<file path="config.mk">
export PLATFORM = sky130hd
export DESIGN_NAME = timer_event_pulse_counter
export DESIGN_NICKNAME = d
export VERILOG_FILES = /design/src/logic/tmr_pkg.sv /design/src/logic/tick_if.sv /design/src/logic/psc_divider.sv /design/src/logic/timer_event_pulse_counter.sv
export SDC_FILE = /design/constraint.sdc
export NUM_CORES = 1
export LEC_CHECK = 0
export BUFFER_PORTS_ARGS = -buffer_cell sky130_fd_sc_hd__buf_2
export CAP_MARGIN = 20
export CELL_PAD_IN_SITES_DETAIL_PLACEMENT = 0
export CELL_PAD_IN_SITES_GLOBAL_PLACEMENT = 1
export CORE_AREA = 10 10 112 114
export DETAILED_ROUTE_END_ITERATION = 7
export DIE_AREA = 0 0 122 124
export GPL_TIMING_DRIVEN = 1
export PLACE_DENSITY = 0.68
export RECOVER_POWER = 100
export SKIP_CTS_REPAIR_TIMING = 1
export SYNTH_ARGS = -nofsm -noshare
export SYNTH_HDL_FRONTEND = slang
export SYNTH_SLANG_ARGS = --single-unit
</file>
<file path="constraint.sdc">
create_clock -name clk_sys -period 3.5 [get_ports clk_sys]
set_clock_uncertainty 0.1 [all_clocks]
set_input_delay 0.525 -clock clk_sys [delete_from_list [all_inputs] [get_ports clk_sys]]
set_output_delay 0.525 -clock clk_sys [all_outputs]
set_load 0.01 [all_outputs]
</file>
<file path="src/logic/tmr_pkg.sv">
// Shared constants and types for the timer / event / pulse-width counter
package tmr_pkg;
   // Register indices on the plain register port
   localparam logic [1:0] ADDR_CTRL = 2'h0;
   localparam logic [1:0] ADDR_CNT_LO = 2'h1;
   localparam logic [1:0] ADDR_CNT_HI = 2'h2;
   localparam logic [1:0] ADDR_IRQ = 2'h3;
   // Control register fields
   localparam int MODE_HI_BIT = 7;
   localparam int MODE_LO_BIT = 6;
   localparam int RUN_BIT = 4;
   localparam int EDGE_BIT = 3;
   localparam int DIV_MSB = 2;
   // Interrupt register fields
   localparam int IRQ_FLAG_BIT = 0;
   localparam int IRQ_EN_BIT = 1;
   localparam int IDLE_BIT = 2;
   // Values after reset, and the full count at which the counter overflows
   localparam logic [7:0] CTRL_RESET = 8'h08;
   localparam logic [15:0] COUNT_RESET = 16'h0000;
   localparam logic [15:0] COUNT_FULL = 16'hffff;
   localparam logic [7:0] DIV_RESET = 8'h00;
   typedef enum logic [1:0] {
      MODE_UNUSED = 2'h0,
      MODE_EVENT = 2'h1,
      MODE_TIMER = 2'h2,
      MODE_PULSE = 2'h3
   } mode_t;
   typedef enum {PW_ARMED, PW_MEASURE} pw_state_t;
endpackage

</file>
<file path="src/logic/tick_if.sv">
// Count-clock tick bundle between the divider and the counter core
`timescale 1ns/10ps
interface tick_if;
   logic [2:0] sel;
   logic tick;
   modport div (input sel, output tick);
   modport core (output sel, input tick);
endinterface

</file>
<file path="src/logic/psc_divider.sv">
// Divides the prescaler clock enable by two to the selected power
`timescale 1ns/10ps
module psc_divider
(
   // Clock and reset
   input wire logic clk_sys,
   input wire logic rst,
   // Prescaler enable in
   input wire logic prescaler_clock,
   // Tick out
   tick_if.div tk
);
   logic [7:0] div_cnt;
   logic [7:0] next_div_cnt;
   logic div_hit;

   // Low bits below the selected power must all be one before the tick passes
   assign div_hit = ((div_cnt | ~((8'h01 << tk.sel) - 8'h01)) == 8'hff);
   assign next_div_cnt = div_hit ? tmr_pkg::DIV_RESET : div_cnt + 8'h01;

   always_ff @(posedge clk_sys)
   begin
      if (rst)
      begin
         div_cnt <= tmr_pkg::DIV_RESET;
         tk.tick <= 1'b0;
      end
      else
      begin
         tk.tick <= prescaler_clock && div_hit;
         if (prescaler_clock)
         begin
            div_cnt <= next_div_cnt;
         end
      end
   end
endmodule

</file>
<file path="src/logic/timer_event_pulse_counter.sv">
// 16-bit timer, event counter and pulse-width counter with byte-wide access
`timescale 1ns/10ps
module timer_event_pulse_counter
(
   // Clock and reset
   input wire logic clk_sys,
   input wire logic rst,
   // Register port
   input wire logic [1:0] reg_addr,
   input wire logic [7:0] reg_wdata,
   input wire logic reg_write,
   input wire logic reg_read,
   output logic [7:0] reg_rdata,
   // Time base and pin
   input wire logic prescaler_clock,
   input wire logic counter_input_pin,
   // Power state from the core
   input wire logic device_idle,
   // Events out
   output logic irq_req,
   output logic wake_up
);
   tick_if tk ();

   logic [7:0] counter_control_reg;
   logic [15:0] count;
   logic [15:0] preload;
   logic [7:0] low_wbuf;
   logic [7:0] low_rbuf;
   logic irq_flag;
   logic irq_en;
   logic pin_prev;
   tmr_pkg::pw_state_t pw_state;

   logic [1:0] mode_bits;
   tmr_pkg::mode_t op_mode;
   logic op_mode_sel_hi;
   logic op_mode_sel_lo;
   logic run_enable;
   logic edge_select;
   logic [2:0] clock_divide_sel;
   logic wr_ctrl;
   logic wr_lo;
   logic wr_hi;
   logic wr_irq;
   logic rd_lo;
   logic rd_hi;
   logic rd_irq;
   logic rd_ctrl;
   logic inhibit;
   logic pin_rise;
   logic pin_fall;
   logic start_edge;
   logic stop_edge;
   logic evt_edge;
   logic count_en;
   logic overflow;
   logic pw_stop;
   logic [15:0] next_count;
   logic [7:0] next_rdata;
   logic [7:0] ctrl_view;
   logic [7:0] irq_view;

   psc_divider u_div
   (
      .clk_sys(clk_sys),
      .rst(rst),
      .prescaler_clock(prescaler_clock),
      .tk(tk.div)
   );

   // Control fields
   assign op_mode_sel_hi = counter_control_reg[tmr_pkg::MODE_HI_BIT];
   assign op_mode_sel_lo = counter_control_reg[tmr_pkg::MODE_LO_BIT];
   assign mode_bits = {op_mode_sel_hi, op_mode_sel_lo};
   assign op_mode = tmr_pkg::mode_t'(mode_bits);
   assign run_enable = counter_control_reg[tmr_pkg::RUN_BIT];
   assign edge_select = counter_control_reg[tmr_pkg::EDGE_BIT];
   assign clock_divide_sel = counter_control_reg[tmr_pkg::DIV_MSB:0];
   assign tk.sel = clock_divide_sel;

   // Address decode
   assign wr_ctrl = reg_write && (reg_addr == tmr_pkg::ADDR_CTRL);
   assign wr_lo = reg_write && (reg_addr == tmr_pkg::ADDR_CNT_LO);
   assign wr_hi = reg_write && (reg_addr == tmr_pkg::ADDR_CNT_HI);
   assign wr_irq = reg_write && (reg_addr == tmr_pkg::ADDR_IRQ);
   assign rd_ctrl = reg_read && (reg_addr == tmr_pkg::ADDR_CTRL);
   assign rd_lo = reg_read && (reg_addr == tmr_pkg::ADDR_CNT_LO);
   assign rd_hi = reg_read && (reg_addr == tmr_pkg::ADDR_CNT_HI);
   assign rd_irq = reg_read && (reg_addr == tmr_pkg::ADDR_IRQ);

   // Losing a tick here is accepted so that byte reads never tear
   assign inhibit = rd_lo || rd_hi || wr_hi;

   // The pin is only looked at on count ticks, which quantises edges
   assign pin_rise = tk.tick && counter_input_pin && !pin_prev;
   assign pin_fall = tk.tick && !counter_input_pin && pin_prev;
   assign evt_edge = edge_select ? pin_fall : pin_rise;
   assign start_edge = edge_select ? pin_rise : pin_fall;
   assign stop_edge = edge_select ? pin_fall : pin_rise;

   // Counting condition per mode
   always_comb
   begin
      count_en = 1'b0;
      unique case (op_mode)
         tmr_pkg::MODE_TIMER: count_en = tk.tick;
         tmr_pkg::MODE_EVENT: count_en = evt_edge;
         tmr_pkg::MODE_PULSE: count_en = tk.tick && (pw_state == tmr_pkg::PW_MEASURE)
            && !stop_edge;
         tmr_pkg::MODE_UNUSED: count_en = 1'b0;
      endcase
   end

   assign overflow = run_enable && count_en && !inhibit
      && (count == tmr_pkg::COUNT_FULL);
   assign pw_stop = run_enable && (op_mode == tmr_pkg::MODE_PULSE)
      && (pw_state == tmr_pkg::PW_MEASURE) && stop_edge;
   assign next_count = overflow ? preload : count + 16'h0001;

   // Read mux
   assign ctrl_view = {counter_control_reg[7:6], 1'b0, counter_control_reg[4:0]};
   assign irq_view = {5'h00, device_idle, irq_en, irq_flag};
   assign next_rdata = rd_ctrl ? ctrl_view :
                       rd_hi ? count[15:8] :
                       rd_lo ? low_rbuf :
                       rd_irq ? irq_view : 8'h00;

   // Register port
   always_ff @(posedge clk_sys)
   begin
      if (rst)
      begin
         reg_rdata <= 8'h00;
         low_rbuf <= 8'h00;
         low_wbuf <= 8'h00;
         preload <= tmr_pkg::COUNT_RESET;
      end
      else
      begin
         reg_rdata <= next_rdata;
         if (rd_hi)
         begin
            low_rbuf <= count[7:0];
         end
         if (wr_lo)
         begin
            low_wbuf <= reg_wdata;
         end
         if (wr_hi)
         begin
            preload <= {reg_wdata, low_wbuf};
         end
      end
   end

   // Control register; the pulse stop clears run, software write clears it otherwise
   always_ff @(posedge clk_sys)
   begin
      if (rst)
      begin
         counter_control_reg <= tmr_pkg::CTRL_RESET;
      end
      else if (wr_ctrl)
      begin
         counter_control_reg <= {reg_wdata[7:6], 1'b0, reg_wdata[4:0]};
      end
      else if (pw_stop)
      begin
         counter_control_reg[tmr_pkg::RUN_BIT] <= 1'b0;
      end
   end

   // Pulse-width sequencer, rearmed each time run is set
   always_ff @(posedge clk_sys)
   begin
      if (rst)
      begin
         pw_state <= tmr_pkg::PW_ARMED;
         pin_prev <= 1'b0;
      end
      else
      begin
         if (tk.tick || wr_ctrl)
         begin
            pin_prev <= counter_input_pin;
         end
         if (!run_enable || wr_ctrl)
         begin
            pw_state <= tmr_pkg::PW_ARMED;
         end
         else
         begin
            unique case (pw_state)
               tmr_pkg::PW_ARMED:
                  if (start_edge)
                  begin
                     pw_state <= tmr_pkg::PW_MEASURE;
                  end
               tmr_pkg::PW_MEASURE:
                  if (stop_edge)
                  begin
                     pw_state <= tmr_pkg::PW_ARMED;
                  end
            endcase
         end
      end
   end

   // Counter; the flag set wins over a clearing write
   always_ff @(posedge clk_sys)
   begin
      if (rst)
      begin
         count <= tmr_pkg::COUNT_RESET;
         irq_flag <= 1'b0;
         irq_en <= 1'b0;
         irq_req <= 1'b0;
         wake_up <= 1'b0;
      end
      else
      begin
         if (wr_hi && !run_enable)
         begin
            count <= {reg_wdata, low_wbuf};
         end
         else if (run_enable && count_en && !inhibit)
         begin
            count <= next_count;
         end
         if (wr_irq)
         begin
            irq_en <= reg_wdata[tmr_pkg::IRQ_EN_BIT];
         end
         if (overflow)
         begin
            irq_flag <= 1'b1;
         end
         else if (wr_irq)
         begin
            irq_flag <= reg_wdata[tmr_pkg::IRQ_FLAG_BIT];
         end
         irq_req <= (overflow || irq_flag) && irq_en;
         wake_up <= overflow && device_idle;
      end
   end
endmodule

</file>
# Yosys cells after proc, flatten, opt, wreduce, memory -nomap -nowiden
# Index checks and enable logic that the tools add are counted.
[op_classes] n_addsub=3 eq_ne=12 shift=1 muxes=18 bitwise=2 reduce_logical=43
[ops] op="2-to-1 mux 32 bit" n=2
[ops] op="one-hot mux 32 bit (2 select lines)" n=1
[ops] op="2-to-1 mux 16 bit" n=3
[ops] op="== test 32 x 1 -> 1 bit (second input constant)" n=1
[ops] op="== test 32 x 2 -> 1 bit (second input constant)" n=1
[ops] op="zero test 32 bit" n=1
[ops] op="2-to-1 mux 8 bit" n=4
[ops] op="logical AND 1 bit" n=24
[ops] op="adder 16 x 1 -> 16 bit (second input constant)" n=1
[ops] op="== test 16 bit (second input constant)" n=1
[ops] op="adder 8 x 1 -> 8 bit (second input constant)" n=1
[ops] op="== test 2 bit (second input constant)" n=4
[ops] op="== test 8 bit (second input constant)" n=1
[ops] op="inverter 8 bit" n=1
[ops] op="bitwise OR 8 bit" n=1
[ops] op="left shift 1 x 3 -> 8 bit (first input constant)" n=1
[ops] op="subtractor 8 x 1 -> 8 bit (second input constant)" n=1
[ops] op="2-to-1 mux 1 bit" n=6
[ops] op="nonzero test 2 bit" n=3
[ops] op="zero test 1 bit" n=5
[ops] op="logical OR 1 bit" n=5
[ops] op="== test 2 x 1 -> 1 bit (second input constant)" n=2
[ops] op="zero test 2 bit" n=2
[ops] op="inequality test 2 bit (second input constant)" n=2
[ops] op="4 further kinds" n=5
[totals] ff_bits=109 in_bits=17

# Logic depth before layout (Yosys ltp)
[logic_depth] depth_word=13 ltp_mapped=8 ltp_nobuf=6

# Modules after synthesis
# Synthesis repeated with hierarchy kept, for this count alone.
[unflattened] cells_unflattened=452 hier_area_um2=3633.5
[modules_own_cells] mod="timer_event_pulse_counter" n_inst=1 cells_each=410 area_per_inst_um2=3236.9 seq_area_each_um2=1381.3
[modules_own_cells] mod="psc_divider" n_inst=1 cells_each=42 area_per_inst_um2=396.6 seq_area_each_um2=160.2

# Worst setup path after synthesis
# No wires, ideal clock.
[synth_timing] path_kind="input-to-reg" from="in reg_addr[1]" to="reg count[14]" setup_ns=0.122 arrival_time_ns=2.060 path_slack_ns=1.218 path_stages=7 path_buffers=2 path_cell_list="nor2b_1 -> buf_6 -> a221o_1 -> a2111oi_4 -> a211oi_2 -> buf_6 -> a221o_1"
[synth_via] elab_chain_len=10
[synth_rtl] element="start: declaration" line="timer_event_pulse_counter.sv:9" source="input wire logic [1:0] reg_addr,"
[synth_rtl] element="== test 2 x 1 -> 1 bit / == test 2 bit (equally long branches)" line="timer_event_pulse_counter.sv:88, timer_event_pulse_counter.sv:85, timer_event_pulse_counter.sv:89"
[synth_rtl] element="logical AND 1 bit, on equally long branches" line="timer_event_pulse_counter.sv:88, timer_event_pulse_counter.sv:89"
[synth_rtl] element="logical OR 1 bit (2 in a row)" line="timer_event_pulse_counter.sv:93" source="assign inhibit = rd_lo || rd_hi || wr_hi;"
[synth_rtl] element="zero test 1 bit" line="timer_event_pulse_counter.sv:115, timer_event_pulse_counter.sv:227"
[synth_rtl] element="logical AND 1 bit" line="timer_event_pulse_counter.sv:115, timer_event_pulse_counter.sv:227"
[synth_rtl] element="logical AND 1 bit" line="timer_event_pulse_counter.sv:116" source="&& (count == tmr_pkg::COUNT_FULL);"
[synth_rtl] element="2-to-1 mux 16 bit" line="timer_event_pulse_counter.sv:119" source="assign next_count = overflow ? preload : count + 16'h0001;"
[synth_rtl] element="2-to-1 mux 16 bit" line="timer_event_pulse_counter.sv:227" source="else if (run_enable && count_en && !inhibit)"
[synth_rtl] element="2-to-1 mux 16 bit" line="timer_event_pulse_counter.sv:223" source="if (wr_hi && !run_enable)"
[synth_rtl] element="end signal: assignment" line="timer_event_pulse_counter.sv:215" source="count <= tmr_pkg::COUNT_RESET;"
[synth_rtl] element="end signal: assignment" line="timer_event_pulse_counter.sv:225" source="count <= {reg_wdata, low_wbuf};"
[synth_rtl] element="end signal: assignment" line="timer_event_pulse_counter.sv:229" source="count <= next_count;"
[synth_rtl] element="end: declaration" line="timer_event_pulse_counter.sv:26" source="logic [15:0] count;"
# Parallel ways exist; a longest one is shown, timed or not. The select of a mux whose other input is x is not followed.
# A chain may end at the register's enable or synchronous reset.

# Worst setup path in the final report
[layout_timing] from="in reg_addr[0]" to="reg count[12]"
# Same word-level chain as after synthesis.

==> impl_results.md <==
- Die X: 122 um
- Worst-Skew Late Latency: 0.36 ns
- Initial core utilization: 0.342
- Top post-synthesis cells by area: dfxtp_1, nand2_1, a21oi_1
- # IOs: 27
- Pin count of the biggest net entering global routing: 29
- Clk root buf: clkbuf_8
- Max Fclk: 0.349 GHz
- Combined global-route utilization of all metal layers: 0.132
- Multiplexer share of the synthesized area: 0.0486
- Synth unique cells: 45
- Post-synth EDFFs: 0
- Biggest regs: count (16), preload (16)
- Crit Path Category: input pin to flop
- Cell with the most instances after synthesis: dfxtp_1
- Setup-failing EPs final: 0
- Clock buffer depth: 2
- Num rows: 37
- Setup tns final: 0 ns
- Leak: 1.38 nW
- Clk slew on worst S/H paths: 0.08 ns
- Synth Area in Adders: 0.00715
- Synth area leader: dfxtp_1
- Clock Sinks: 77
- Status: completed
- Share of cells above drive strength 1: 0.0773
- Post-Synthesis Cells: 429
- Initial antenna violation count: 0
- Antenna cells: 0
- RSZ-0062 raised after global routing: false
- WL per Instance: 16.7 um
- DRT iter0 DRCs: 242
- # H-tree levels: 3
- DRT Wirelength: 9840 um
- Syn_nets: 448
- Router iterations before antenna repair: 4
- Worst slew pin tran: 1.25 ns
- Yosys Warn Count: 0
- Critical path fanouts, max: 21
- Final nets: 467
- DP HPWL: 7170 um
- Period Utilization, post-route: 0.818
- Final core occ: 0.385
- Top-area cell type share of the netlist area: 0.440
- Via count: 3108
- Global-route wire length before repair: 15800 um
- PD cells: 456 nW/um^2
- Post-synthesis sequential area ratio: 0.440
- Largest family of logic cells by synthesized area: simple AND/OR/NAND/NOR gates
- DRC viols: 0
- TritonCTS clock tree: built
- Vias in the first global route: 2948
- Die area: 15100 um^2
- Final GP Congestion: 0.862
- Final Hold Fails: 0
- Post-route antenna net violation count: 0
- Post-synthesis simple-gate area fraction: 0.223
- Worst hold path class: input pin to flop
- Total grt overflow: 0
- #FFs+latches synth: 77
- Port Buffers: 26
- Post-synthesis xor/xnor area fraction: 0.0325
- Vias per cell: 5.28
- Area Growth Syn to Fin: 12.6%
- Core ar.: 10200 um^2
- Die Height: 124 um
- Critical Path RT: 3.61 ns
- Startpoint Class: input pin
- CP Data Arrival Time: 2.97 ns
- Post-synthesis async set-or-reset flop share: 0
- CTS Buf Count: 9
- Worst Setup End Kind: flop
- Worst vdd ir: 157 uV
- Max_cap viols: 0
- Final slew viol count: 0
- Cell Area, Synth: 3500 um^2
- Tmin final: 2.86 ns
- Worst slew margin: 0.169
- Ys flop type: dfxtp_1
- Commonest cells in the netlist: dfxtp_1, nand2_1, a21oi_1
- Avg Inst Size Synth: 8.16 um^2
- Complex-gate fraction of the synthesized area: 0.200
-- area by class of cell --
class | count | area, um^2
fillers | 1065 | 6290
multi-input cells | 312 | 1790
flip-flops and latches | 77 | 1540
well taps | 136 | 170
repair buffers | 34 | 164
clock buffers | 11 | 141
clock inverters | 5 | 83.8
inverters | 14 | 52.6
-- kinds of logic (layout without fill, tap and decap cells) --
group / Yosys count / after routing
buf+inv: 40 / 64
compound gates: 107 / 107
simple gates: 173 / 173
fa+ha+maj: 2 / 2
flops: 77 / 77
xor+xnor: 13 / 13
mux: 17 / 17
-- power by group --
group	switching (mW)	internal [mW]	leakage, nW	total (mW)
clock network	0.343	0.423	0.106	0.766
logic	0.0776	0.0404	0.647	0.118
registers	0.0205	0.895	0.624	0.915
-- routing by layer --
metal	GRT usage	share of wire
met1	0.174	0.49
met2	0.207	0.44
met3	0.0335	0.058
met4	0.0425	0.015
met5	0	0
-- worst paths after layout --
kind | start | end | slack (ns) | depth (start not counted)
worst min register to register | low_rbuf[6] | low_rbuf[6] | 0.36 | 2
worst max register to register | count[7] | count[9] | 0.86 | 6
worst min-delay path | reg_wdata[5] | preload[13] | 0.34 | 3
worst max-delay path | reg_addr[0] | count[12] | 0.64 | 8
-- through the flow --
step | std cells | worst slack [ns] | total power, mW | area, um^2 | hold WS (ns)
floorplan | 429 | 1.22 | 1.01 | 3500 | 0.333
global placement | 572 | 0.530 | 1.05 | 3740 | 0.344
detailed placement | 573 | 0.676 | 1.06 | 3750 | 0.351
CTS | 589 | 0.911 | 1.82 | 3970 | 0.335
global route | 589 | 0.409 | 1.87 | 3940 | 0.335
finish | 589 | 0.638 | 1.80 | 3940 | 0.340
-- placed cells by master, fill, tap and decap left out, types with 2 or more instances in the layout --
master and n:
clkbuf_8 10, a221o_1 10, ha_1 2, o211ai_1 3, o21ai_1 3, a21oi_1 50, a31oi_1 4, o21ai_0 12
a211oi_1 5, nor2b_1 3, xnor2_1 8, mux2i_1 17, nand2_1 74, o221ai_1 3, clkbuf_1 17, clkinvlp_4 2
buf_4 3, and2_0 2, xor2_1 5, nand3_1 20, dfxtp_1 77, nand4_1 7, a21boi_0 3, inv_1 14
nor3b_1 6, nor4_1 4, a311oi_1 2, and2_1 2, nor2_1 38, nor3_1 8, nand2b_1 4, a22oi_1 4
buf_2 14, bufinv_16 2
-- critical path, cell delays in order --
cell and delay, ns:
clkbuf_1 0.47, nor2b_1 0.20, clkbuf_1 0.44, a221o_1 0.32
a2111o_1 0.61, nor2_1 0.10, o21ai_0 0.16, o311ai_0 0.14
Power figures use the tool's default switching activity.
